<file path="config.mk">
export PLATFORM = sky130hd
export DESIGN_NAME = sdm_sweep_drive
export DESIGN_NICKNAME = d
export VERILOG_FILES = /design/src/core/sdm_pkg.sv /design/src/core/sdm_sweep_drive.sv /design/src/core/sdm_flop.sv
export SDC_FILE = /design/constraint.sdc
export NUM_CORES = 1
export LEC_CHECK = 0
export BUFFER_PORTS_ARGS = -buffer_cell sky130_fd_sc_hd__buf_2
export CAP_MARGIN = 40
export CELL_PAD_IN_SITES_DETAIL_PLACEMENT = 1
export CELL_PAD_IN_SITES_GLOBAL_PLACEMENT = 2
export CORE_ASPECT_RATIO = 0.75
export CORE_MARGIN = 1.5
export CORE_UTILIZATION = 38
export CTS_CLUSTER_SIZE = 10
export DETAILED_ROUTE_END_ITERATION = 7
export GPL_TIMING_DRIVEN = 0
export PLACE_DENSITY_LB_ADDON = 0.1
export SLEW_MARGIN = 0
export SYNTH_ARGS = -nofsm -noshare
export SYNTH_HDL_FRONTEND = slang
export SYNTH_SLANG_ARGS = --single-unit
</file>
<file path="constraint.sdc">
create_clock -name mclk -period 2.95 [get_ports mclk]
set_input_delay 0.1475 -clock mclk [delete_from_list [all_inputs] [get_ports mclk]]
set_output_delay 0.1475 -clock mclk [all_outputs]
set_load 0.01 [all_outputs]
</file>
<file path="src/core/sdm_pkg.sv">
/*
 * Package for the sweep drive and marker control block: shared types,
 * reset values and the phase-detector frequency threshold.
 * Assumes a single 50 MHz system clock and an active-low async reset.
 */
package sdm_pkg;

   // Sweep direction and mode as seen by the block
   typedef enum logic [1:0] {
      SDM_IDLE,
      SDM_UP,
      SDM_DOWN,
      SDM_DONE
   } sdm_phase_t;

   // Control inputs from the instrument controller
   typedef struct packed {
      logic single_mode;   // High: single sweep, low: continuous
      logic log_sweep;     // High: logarithmic sweep
      logic sweep_start;   // One-cycle pulse: sweep begins
      logic sweep_end;     // One-cycle pulse: sweep (single) ends
      logic sweep_down;    // Level: continuous sweep running down
   } sdm_ctrl_t;

   // Output frequency threshold for the ramp reset method, in Hz
   localparam int unsigned FREQ_SPLIT_HZ = 100;
   localparam int unsigned FREQ_W        = 32;

   // Clock and ramp reset pulse width
   localparam int unsigned CLK_PERIOD_NS  = 20;
   localparam int unsigned RESET_PULSE_NS = 1000;
   localparam int unsigned RESET_PULSE_CYC =
      (RESET_PULSE_NS + CLK_PERIOD_NS - 1) / CLK_PERIOD_NS;

   // Relay drive on-time after a switch request
   localparam int unsigned RELAY_ON_US  = 10000;
   localparam int unsigned RELAY_ON_CYC = RELAY_ON_US * 1000 / CLK_PERIOD_NS;

   // Values after reset
   localparam logic BLANK_RST  = 1'b1;
   localparam logic MARKER_RST = 1'b0;
   localparam logic HRAMP_RST  = 1'b0;
   localparam logic INTEG_RST  = 1'b0;

endpackage

</file>
<file path="src/core/sdm_sweep_drive.sv">
/*
 * Sweep drive and marker control: blanking level, marker output, ramp
 * start/stop gating, range switches, ramp reset and integrity flag,
 * relay drive timeout.
 * Assumes all inputs are synchronous to mclk except sweep_limit_pulse,
 * which is synchronised here.
 */
// Notes on behaviour
// - Single sweep: blank goes low at sweep start, high at end, stays high.
// - Continuous sweep: blank is low on the way up, high on the way down.
// - Marker pulses only during linear upward sweeps.
// - Marker forced high by its preset and low by its clear; never both.
// - With strobes idle the marker loads its next value on a limit edge.
// - Ramp start/stop forced high by its preset and low by its clear.
// - With strobes idle the ramp element loads its next value on a limit edge.
// - Only the selected range switch is on while the ramp element is high.
// - After a single sweep the ramp stays at full scale until reset.
// - Continuous sweep pulses the ramp reset at each downward start.
// - Digital detector reset below 100 Hz, analog comparator at or above.
// - Digital reset sets the integrity flag; analog reset blocks it.
// - Relay drive turns off once the relay has switched.
`timescale 1ns/1ps
module sdm_sweep_drive #(
   parameter int unsigned RELAY_CYC = sdm_pkg::RELAY_ON_CYC,
   parameter int unsigned RELAYS    = 8
) (
   // Clock and reset
   input  wire logic              mclk,
   input  wire logic              rstn,
   // Sweep control
   input  wire sdm_pkg::sdm_ctrl_t ctrl,
   input  wire logic              sweep_limit_pulse,
   input  wire logic              marker_preset_n,
   input  wire logic              marker_clear_n,
   input  wire logic              marker_next_value,
   input  wire logic              hramp_preset_n,
   input  wire logic              hramp_clear_n,
   input  wire logic              hramp_next_value,
   input  wire logic              range_short,
   input  wire logic              range_long,
   // Ramp reset sources
   input  wire logic [31:0]       out_freq_hz,
   input  wire logic              phase_det_reset,
   input  wire logic              analog_ramp_reset_pos,
   input  wire logic              analog_ramp_reset_neg,
   input  wire logic              flag_clear,
   // Relay requests
   input  wire logic [RELAYS-1:0] relay_request,
   // Outputs
   output logic                   sweep_blank,
   output logic                   marker_out,
   output logic                   hramp_run,
   output logic                   switch_short,
   output logic                   switch_long,
   output logic                   hramp_reset,
   output logic                   use_digital_reset,
   output logic                   function_integrity_bit,
   output logic [RELAYS-1:0]      relay_drive
);

   localparam int unsigned PW  = $clog2(sdm_pkg::RESET_PULSE_CYC + 1);
   localparam int unsigned RW  = $clog2(RELAY_CYC + 1);

   logic                 lim_s1, lim_s2, lim_s3;
   logic                 next_lim_s1, next_lim_s2, next_lim_s3;
   logic                 limit_edge;
   sdm_pkg::sdm_phase_t  phase, next_phase;
   logic                 blank, next_blank;
   logic                 mark_q, ramp_q;
   logic [PW-1:0]        rst_cnt, next_rst_cnt;
   logic                 flag, next_flag;
   logic                 dig, next_dig;
   logic                 down_d, next_down_d;

   always_comb begin
      next_lim_s1 = sweep_limit_pulse;
      next_lim_s2 = lim_s1;
      next_lim_s3 = lim_s2;
   end

   always_ff @(posedge mclk or negedge rstn) begin
      if (!rstn) begin
         lim_s1 <= 1'b0;
         lim_s2 <= 1'b0;
         lim_s3 <= 1'b0;
      end else begin
         lim_s1 <= next_lim_s1;
         lim_s2 <= next_lim_s2;
         lim_s3 <= next_lim_s3;
      end
   end

   assign limit_edge = lim_s2 & ~lim_s3;

   sdm_flop #(.RST_VAL(sdm_pkg::MARKER_RST)) u_marker (
      .mclk       (mclk),
      .rstn       (rstn),
      .preset_n   (marker_preset_n),
      .clear_n    (marker_clear_n),
      .load       (limit_edge),
      .next_value (marker_next_value),
      .q          (mark_q)
   );

   // ramp start/stop element; preset held by controller
   sdm_flop #(.RST_VAL(sdm_pkg::HRAMP_RST)) u_hramp (
      .mclk       (mclk),
      .rstn       (rstn),
      .preset_n   (hramp_preset_n),
      .clear_n    (hramp_clear_n),
      .load       (limit_edge),
      .next_value (hramp_next_value),
      .q          (ramp_q)
   );

   // Sweep phase and blanking
   always_comb begin
      next_phase = phase;
      next_blank = blank;
      case (phase)
         sdm_pkg::SDM_IDLE, sdm_pkg::SDM_DONE: begin
            if (ctrl.sweep_start) begin
               next_phase = sdm_pkg::SDM_UP;
               next_blank = 1'b0;
            end
         end
         sdm_pkg::SDM_UP: begin
            if (ctrl.single_mode && ctrl.sweep_end) begin
               next_phase = sdm_pkg::SDM_DONE;
               next_blank = 1'b1;
            end else if (!ctrl.single_mode && ctrl.sweep_down) begin
               next_phase = sdm_pkg::SDM_DOWN;
               next_blank = 1'b1;
            end
         end
         sdm_pkg::SDM_DOWN: begin
            if (ctrl.single_mode) begin
               next_phase = sdm_pkg::SDM_DONE;
               next_blank = 1'b1;
            end else if (!ctrl.sweep_down) begin
               next_phase = sdm_pkg::SDM_UP;
               next_blank = 1'b0;
            end
         end
         default: begin
            next_phase = sdm_pkg::SDM_IDLE;
            next_blank = sdm_pkg::BLANK_RST;
         end
      endcase
   end

   // Ramp reset pulse: continuous down start, or new single sweep start
   always_comb begin
      next_down_d  = ctrl.sweep_down;
      next_rst_cnt = rst_cnt;
      if (rst_cnt != '0) begin
         next_rst_cnt = rst_cnt - PW'(1);
      end
      // pulse at start of each downward sweep
      if (!ctrl.single_mode && ctrl.sweep_down && !down_d) begin
         next_rst_cnt = PW'(sdm_pkg::RESET_PULSE_CYC);
      end
      // full scale held until reset before next sweep
      if (ctrl.single_mode && ctrl.sweep_start) begin
         next_rst_cnt = PW'(sdm_pkg::RESET_PULSE_CYC);
      end
   end

   // Reset method and integrity flag
   always_comb begin
      next_dig  = (out_freq_hz < sdm_pkg::FREQ_SPLIT_HZ);
      next_flag = flag;
      if (flag_clear) begin
         next_flag = 1'b0;
      end
      // analog reset blocks the set; digital set wins over clear
      if (dig && phase_det_reset && !(analog_ramp_reset_pos || analog_ramp_reset_neg)) begin
         next_flag = 1'b1;
      end
   end

   always_ff @(posedge mclk or negedge rstn) begin
      if (!rstn) begin
         phase   <= sdm_pkg::SDM_IDLE;
         blank   <= sdm_pkg::BLANK_RST;
         rst_cnt <= '0;
         down_d  <= 1'b0;
         flag    <= sdm_pkg::INTEG_RST;
         dig     <= 1'b0;
      end else begin
         phase   <= next_phase;
         blank   <= next_blank;
         rst_cnt <= next_rst_cnt;
         down_d  <= next_down_d;
         flag    <= next_flag;
         dig     <= next_dig;
      end
   end

   // Relay drivers: each timed out after the switching interval
   genvar gi;
   generate
      for (gi = 0; gi < RELAYS; gi++) begin : g_relay
         logic [RW-1:0] cnt, next_cnt;
         always_comb begin
            next_cnt = cnt;
            if (relay_request[gi]) begin
               next_cnt = RW'(RELAY_CYC);
            end else if (cnt != '0) begin
               next_cnt = cnt - RW'(1);
            end
         end
         always_ff @(posedge mclk or negedge rstn) begin
            if (!rstn) begin
               cnt <= '0;
            end else begin
               cnt <= next_cnt;
            end
         end
         assign relay_drive[gi] = (cnt != '0);
      end
   endgenerate

   // Outputs
   assign sweep_blank            = blank;
   // marker only in linear up sweep
   assign marker_out             = mark_q & (phase == sdm_pkg::SDM_UP) & ~ctrl.log_sweep;
   assign hramp_run              = ramp_q;
   // only the selected switch while running
   assign switch_short           = ramp_q & range_short & ~range_long;
   assign switch_long            = ramp_q & range_long & ~range_short;
   assign hramp_reset            = (rst_cnt != '0);
   assign use_digital_reset      = dig;
   assign function_integrity_bit = flag;

   chk_marker_linear_up: assert property (@(posedge mclk) disable iff (!rstn)
      marker_out |-> (phase == sdm_pkg::SDM_UP) && !ctrl.log_sweep)
      else $error("marker outside linear up sweep");

   chk_blank_start: assert property (@(posedge mclk) disable iff (!rstn)
      (phase == sdm_pkg::SDM_DONE) && ctrl.sweep_start |=> !sweep_blank)
      else $error("blank not low at sweep start");

   chk_blank_cont: assert property (@(posedge mclk) disable iff (!rstn)
      (phase == sdm_pkg::SDM_DOWN) |-> sweep_blank)
      else $error("blank low during down sweep");

   chk_marker_preset: assert property (@(posedge mclk) disable iff (!rstn)
      !marker_preset_n |-> mark_q)
      else $error("marker preset ignored");

   chk_marker_load: assert property (@(posedge mclk) disable iff (!rstn)
      marker_preset_n && marker_clear_n && limit_edge ##1 marker_preset_n && marker_clear_n
      |-> mark_q == $past(marker_next_value))
      else $error("marker load wrong");

   chk_hramp_clear: assert property (@(posedge mclk) disable iff (!rstn)
      hramp_preset_n && !hramp_clear_n |-> !hramp_run)
      else $error("ramp clear ignored");

   chk_hramp_hold: assert property (@(posedge mclk) disable iff (!rstn)
      hramp_preset_n && hramp_clear_n && !limit_edge ##1 hramp_preset_n && hramp_clear_n
      |-> $stable(hramp_run))
      else $error("ramp element changed without edge");

   chk_range_switch: assert property (@(posedge mclk) disable iff (!rstn)
      (switch_short || switch_long) |-> hramp_run && !(switch_short && switch_long)
         && (switch_short == range_short) && (switch_long == range_long))
      else $error("wrong range switch");

   chk_reset_method: assert property (@(posedge mclk) disable iff (!rstn)
      $past(rstn) |-> use_digital_reset == $past(out_freq_hz < sdm_pkg::FREQ_SPLIT_HZ))
      else $error("wrong ramp reset method");

   chk_down_reset: assert property (@(posedge mclk) disable iff (!rstn)
      !ctrl.single_mode && ctrl.sweep_down && !down_d |=> hramp_reset [*3])
      else $error("no ramp reset at down start");

   chk_flag_block: assert property (@(posedge mclk) disable iff (!rstn)
      !flag && (analog_ramp_reset_pos || analog_ramp_reset_neg) |=> !function_integrity_bit)
      else $error("analog reset failed to block flag");

   chk_edge_single: assert property (@(posedge mclk) disable iff (!rstn)
      limit_edge |=> !limit_edge)
      else $error("limit edge longer than one cycle");

endmodule

</file>
<file path="src/core/sdm_flop.sv">
/*
 * Start/stop storage element with asynchronous preset and clear strobes,
 * loaded on a single-cycle sweep-limit event.
 * Assumes the strobes are active low and the event is already in mclk.
 */
`timescale 1ns/1ps
module sdm_flop #(
   parameter logic RST_VAL = 1'b0
) (
   // Clock and reset
   input  wire logic mclk,
   input  wire logic rstn,
   // Strobes and load
   input  wire logic preset_n,
   input  wire logic clear_n,
   input  wire logic load,
   input  wire logic next_value,
   // State
   output logic      q
);

   logic state;
   logic next_state;

   // load only with both strobes idle
   // Otherwise keep what the output shows, so a forced level sticks after
   // the strobe is released; a strobe shorter than one clock is not kept
   always_comb begin
      next_state = q;
      if (load && preset_n && clear_n) begin
         next_state = next_value;
      end
   end

   always_ff @(posedge mclk or negedge rstn) begin
      if (!rstn) begin
         state <= RST_VAL;
      end else begin
         state <= next_state;
      end
   end

   // Strobes override asynchronously; preset wins when both are low
   always_comb begin
      if (!preset_n) begin
         q = 1'b1;
      end else if (!clear_n) begin
         q = 1'b0;
      end else begin
         q = state;
      end
   end

endmodule

</file>
==> results by group <==
Critical path
  • Maximum fanout along the worst path: 5
  • Launching point of the worst reg2reg path: g_relay[1].cnt[0]
  • Worst reg2reg setup slack: 0.22 ns
  • Critical path data required time: 2.80 ns
  • Arrival time of the worst setup path: 2.65 ns
  • Worst reg2reg endpoint: g_relay[1].cnt[16]
  • Sort of element at the start of the critical path: flop
  • Worst setup startpoint: g_relay[4].cnt[13]
  • Depth of the most critical reg-to-reg path: 7
  • Critical path endpoint category: primary output
  • Kind of critical path: flop to primary output

Die
  • CORE AREA: 22880 µm²
  • Effective utilization at floorplan: 0.3854
  • IO Pins: 76
  • Die Span Y: 134.9 µm
  • Overall die area: 24140 µm²
  • Cell Rows: 48
  • Die W: 178.9 µm

Route
  • Count of TritonRoute iterations in the first routing pass: 4
  • Avg WL per Cell: 15.24 µm
  • Total wire length: 20.44 mm
  • Drc violations: 0
  • First-iteration detailed-routing DRC count: 357
  • Routed via count: 7132
  • Via-per-instance ratio: 5.318
  • Post-detailed-route count of antenna-violating nets: 0

Clocking
  • Clock Sink Count: 169
  • # H-tree levels: 4
  • Inserted Clock Buffers: 17
  • TritonCTS clock tree: built
  • Clock slew at reported path FFs: 0.06 ns
  • CTS Root Cell: sky130_fd_sc_hd__clkbuf_16
  • Maximum count of clock buffers along a single path: 2
  • Source-to-sink clock delay at the later pin of the worst-skew pair: 0.43 ns

STA
  • Unrepaired setup endpoints after global routing: no
  • Slew Limit Fails: 0
  • Min Clock Period, post-route: 2.799 ns
  • Final hold violation count: 0
  • Headroom to the max-slew limit: 0.4260
  • PnR worst setup slack: 0.1510 ns
  • Period utilization: 0.9488
  • Worst-case clock skew: 0.007801 ns
  • Setup violations, final: 0
  • FMAX: 0.3573 GHz
  • TNS Setup: 0 ns
  • Worst Tran Pin Value: 0.8588 ns

Global routing
  • Global-route congestion overflow total: 0
  • Global-route wire length before repair: 35.20 mm
  • Vias in the first global route: 7089
  • Number of antenna violations at the first check in global routing: 0
  • GR Util All Layers: 0.1809
  • Largest net degree at the start of global routing: 117

Yosys
  • Synthesized area per cell: 9.523 µm²
  • Count of mapped cells out of synthesis: 926
  • Predominant post-synthesis flop cell: sky130_fd_sc_hd__dfrtp_1
  • Register bit total from synthesis: 169
  • Area of the mapped netlist: 8818 µm²
  • Sequential element share of the synthesized area: 0.4797
  • Unique masters post-synth: 59
  • Number of enable flip-flop cells after synthesis: 0
  • Parity-gate share of the synthesized area counting xor and xnor cells: 0.09038
  • Post-synthesis compound-gate area fraction: 0.1139
  • Share of synthesized cell area in and, or, nand and nor gates: 0.2639
  • Dominant combinational cell family by area after synthesis: simple AND/OR/NAND/NOR gates
  • Net count after synthesis: 997
  • Adder-cell share of the synthesized area: 0.01561
  • Synthesis Warnings: 0
  • Post-synthesis async set-or-reset flop share: 1.000
  • Multiplexer share of the synthesized area: 0.01022

Power
  • Internal power of the cells: 4.347 mW
  • Switching part of the total: 0.2847
  • Power spent charging and discharging nets: 1.730 mW
  • Power density cells: 585.9 nW/µm²
  • Worst supply voltage drop on vdd: 0.3999 mV
  • Relative contribution of combinational cells to total power: 0.165
  • Power share of the clock group: 0.381
  • Relative contribution of sequential cells to total power: 0.455
  • Leakage power total: 4.041 nW

Finish
  • Storage cell area: 4230 µm²
  • Filler-free cell count of the finished design: 1341
  • Fillers: 2621
  • Share of layout cells above drive strength 1: 0.1239
  • Count of inserted antenna diode cells: 0
  • Biggest registers after layout: g_relay.cnt x152, rst_cnt x6, phase x2
  • Max FFs per register: 152
  • Post-route design area: 10370 µm²
  • Commonest non-fill, non-tap cell in the layout: sky130_fd_sc_hd__dfrtp_1
  • Commonest cells after routing, fill and taps aside: sky130_fd_sc_hd__dfrtp_1, sky130_fd_sc_hd__nor2_1, sky130_fd_sc_hd__buf_2, sky130_fd_sc_hd__xor2_1, sky130_fd_sc_hd__nand2_1
  • Net count of the finished layout: 1100
  • Layout overhead on the synthesized area: 17.64%
  • Area used by multi-input combinational logic: 4412 µm²
  • Core occupancy in the finished layout: 0.4534
  • Largest reg by FF count: g_relay.cnt

Placed design
  • Port Buf Inserts: 69
  • GPL Wtd Cong: 0.7278
  • Total placed instance area: 9592 µm²
  • Minimum setup slack after placement: 0.06460 ns
  • HPWL reported at the end of detailed placement: 14.13 mm
  • Count of placed standard cells including taps: 1298

Job
  • # Max-Cap Violations: 0

Status
  • Status: complete, no violations

Min path
  • Worst hold endpoint: g_relay[4].cnt[17]
  • Worst hold path class: primary input to flop
  • Number of cells on the worst hold path: 3
  • Launch point of the worst hold path: relay_request[4]
==> logic make-up after synthesis <==
logic type | Yosys count
buffers and inverters | 61
multiplexers | 9
AND/OR/NAND/NOR | 430
XOR/XNOR | 91
flip-flops | 169
adder cells (fa/ha/maj) | 11
AO/OA/AOI/OAI | 155
==> worst max-delay path, stage by stage, from the launching register on <==
cell	delay, ns
sky130_fd_sc_hd__dfrtp_1	0.41
sky130_fd_sc_hd__or4_1	0.62
sky130_fd_sc_hd__or4b_1	0.59
sky130_fd_sc_hd__or2_2	0.32
sky130_fd_sc_hd__clkbuf_1	0.14
sky130_fd_sc_hd__buf_2	0.15
==> power groups by stage <==
stage / Combinational [mW] / Sequential, mW / Clock, mW
floorplan: 0.709 / 2.73 / 0
global placement: 0.958 / 2.79 / 0
detailed placement: 0.988 / 2.79 / 0
CTS: 1.01 / 2.76 / 2.40
global route: 1.15 / 2.81 / 2.49
finish: 1.00 / 2.76 / 2.31
==> cell type report <==
cell class	count	share of cell area
inverters	31	0.01122
multi-input cells	696	0.4253
plain buffers	29	0.01073
clock buffers	20	0.04402
clock inverters	11	0.01411
repair buffers	85	0.05066
well taps	300	0.03618
flip-flops and latches	169	0.4078
==> repair_timing <==
item                       4_1_cts  5_1_grt
buffers inserted                 0        1
resized for setup                2        9
hold endpoints to repair        62        0
hold buffers                    12        0
pin swaps                        0        0
setup endpoints to repair        3        6
==> through the flow <==
step,hold slack (ns),power (mW)
2_1_floorplan,-0.1481,3.443
3_3_place_gp,0.2583,3.748
3_5_place_dp,0.09019,3.780
4_1_cts,0.005541,6.167
5_1_grt,0.02959,6.446
6_report,0.01809,6.078
==> routing by layer <==
metal  vias to the layer above  GRT usage  wire (µm)
met5                         -          0          0
met4                         0    0.04722        189
met3                        13    0.03575        648
met2                        99     0.2698       8734
met1                      3470     0.2668      10860
li1                       3550          -          -
==> Yosys cell counts (5+ instances only) <==
master	n	area share
sky130_fd_sc_hd__nor3b_1	7	0.0060
sky130_fd_sc_hd__nor4_1	39	0.028
sky130_fd_sc_hd__a21oi_1	39	0.022
sky130_fd_sc_hd__o211ai_1	12	0.010
sky130_fd_sc_hd__xnor2_1	39	0.039
sky130_fd_sc_hd__mux2i_1	9	0.010
sky130_fd_sc_hd__dfrtp_1	168	0.48
sky130_fd_sc_hd__ha_1	11	0.016
sky130_fd_sc_hd__nand4_1	13	0.0092
sky130_fd_sc_hd__a31oi_1	6	0.0043
sky130_fd_sc_hd__nor3_1	41	0.023
sky130_fd_sc_hd__or4_1	18	0.015
sky130_fd_sc_hd__nand2_1	42	0.018
sky130_fd_sc_hd__o31ai_1	12	0.010
sky130_fd_sc_hd__or3_1	25	0.018
sky130_fd_sc_hd__clkbuf_1	24	0.010
sky130_fd_sc_hd__and3_1	5	0.0035
sky130_fd_sc_hd__a21o_1	6	0.0051
sky130_fd_sc_hd__nor2b_1	12	0.0085
sky130_fd_sc_hd__inv_1	31	0.013
sky130_fd_sc_hd__nor2_1	126	0.054
sky130_fd_sc_hd__xor2_1	52	0.052
sky130_fd_sc_hd__o311ai_0	5	0.0050
sky130_fd_sc_hd__a211oi_1	13	0.011
sky130_fd_sc_hd__nand3_1	24	0.014
sky130_fd_sc_hd__o21ai_0	35	0.020
sky130_fd_sc_hd__nor4b_1	10	0.0099
sky130_fd_sc_hd__nand2b_1	34	0.024
==> worst max path at each step <==
stage                               endpoint  slack, ns  depth (start not counted)
after CTS                     relay_drive[1]       0.01                          7
after detailed placement  g_relay[0].cnt[13]       0.06                          9
after floorplan           g_relay[1].cnt[16]       0.35                          7
final                         relay_drive[4]       0.15                          5
after global placement     g_relay[7].cnt[1]      -1.14                          1
after global routing          relay_drive[4]     0.0009                          5
(Power assumes the default switching activity.)
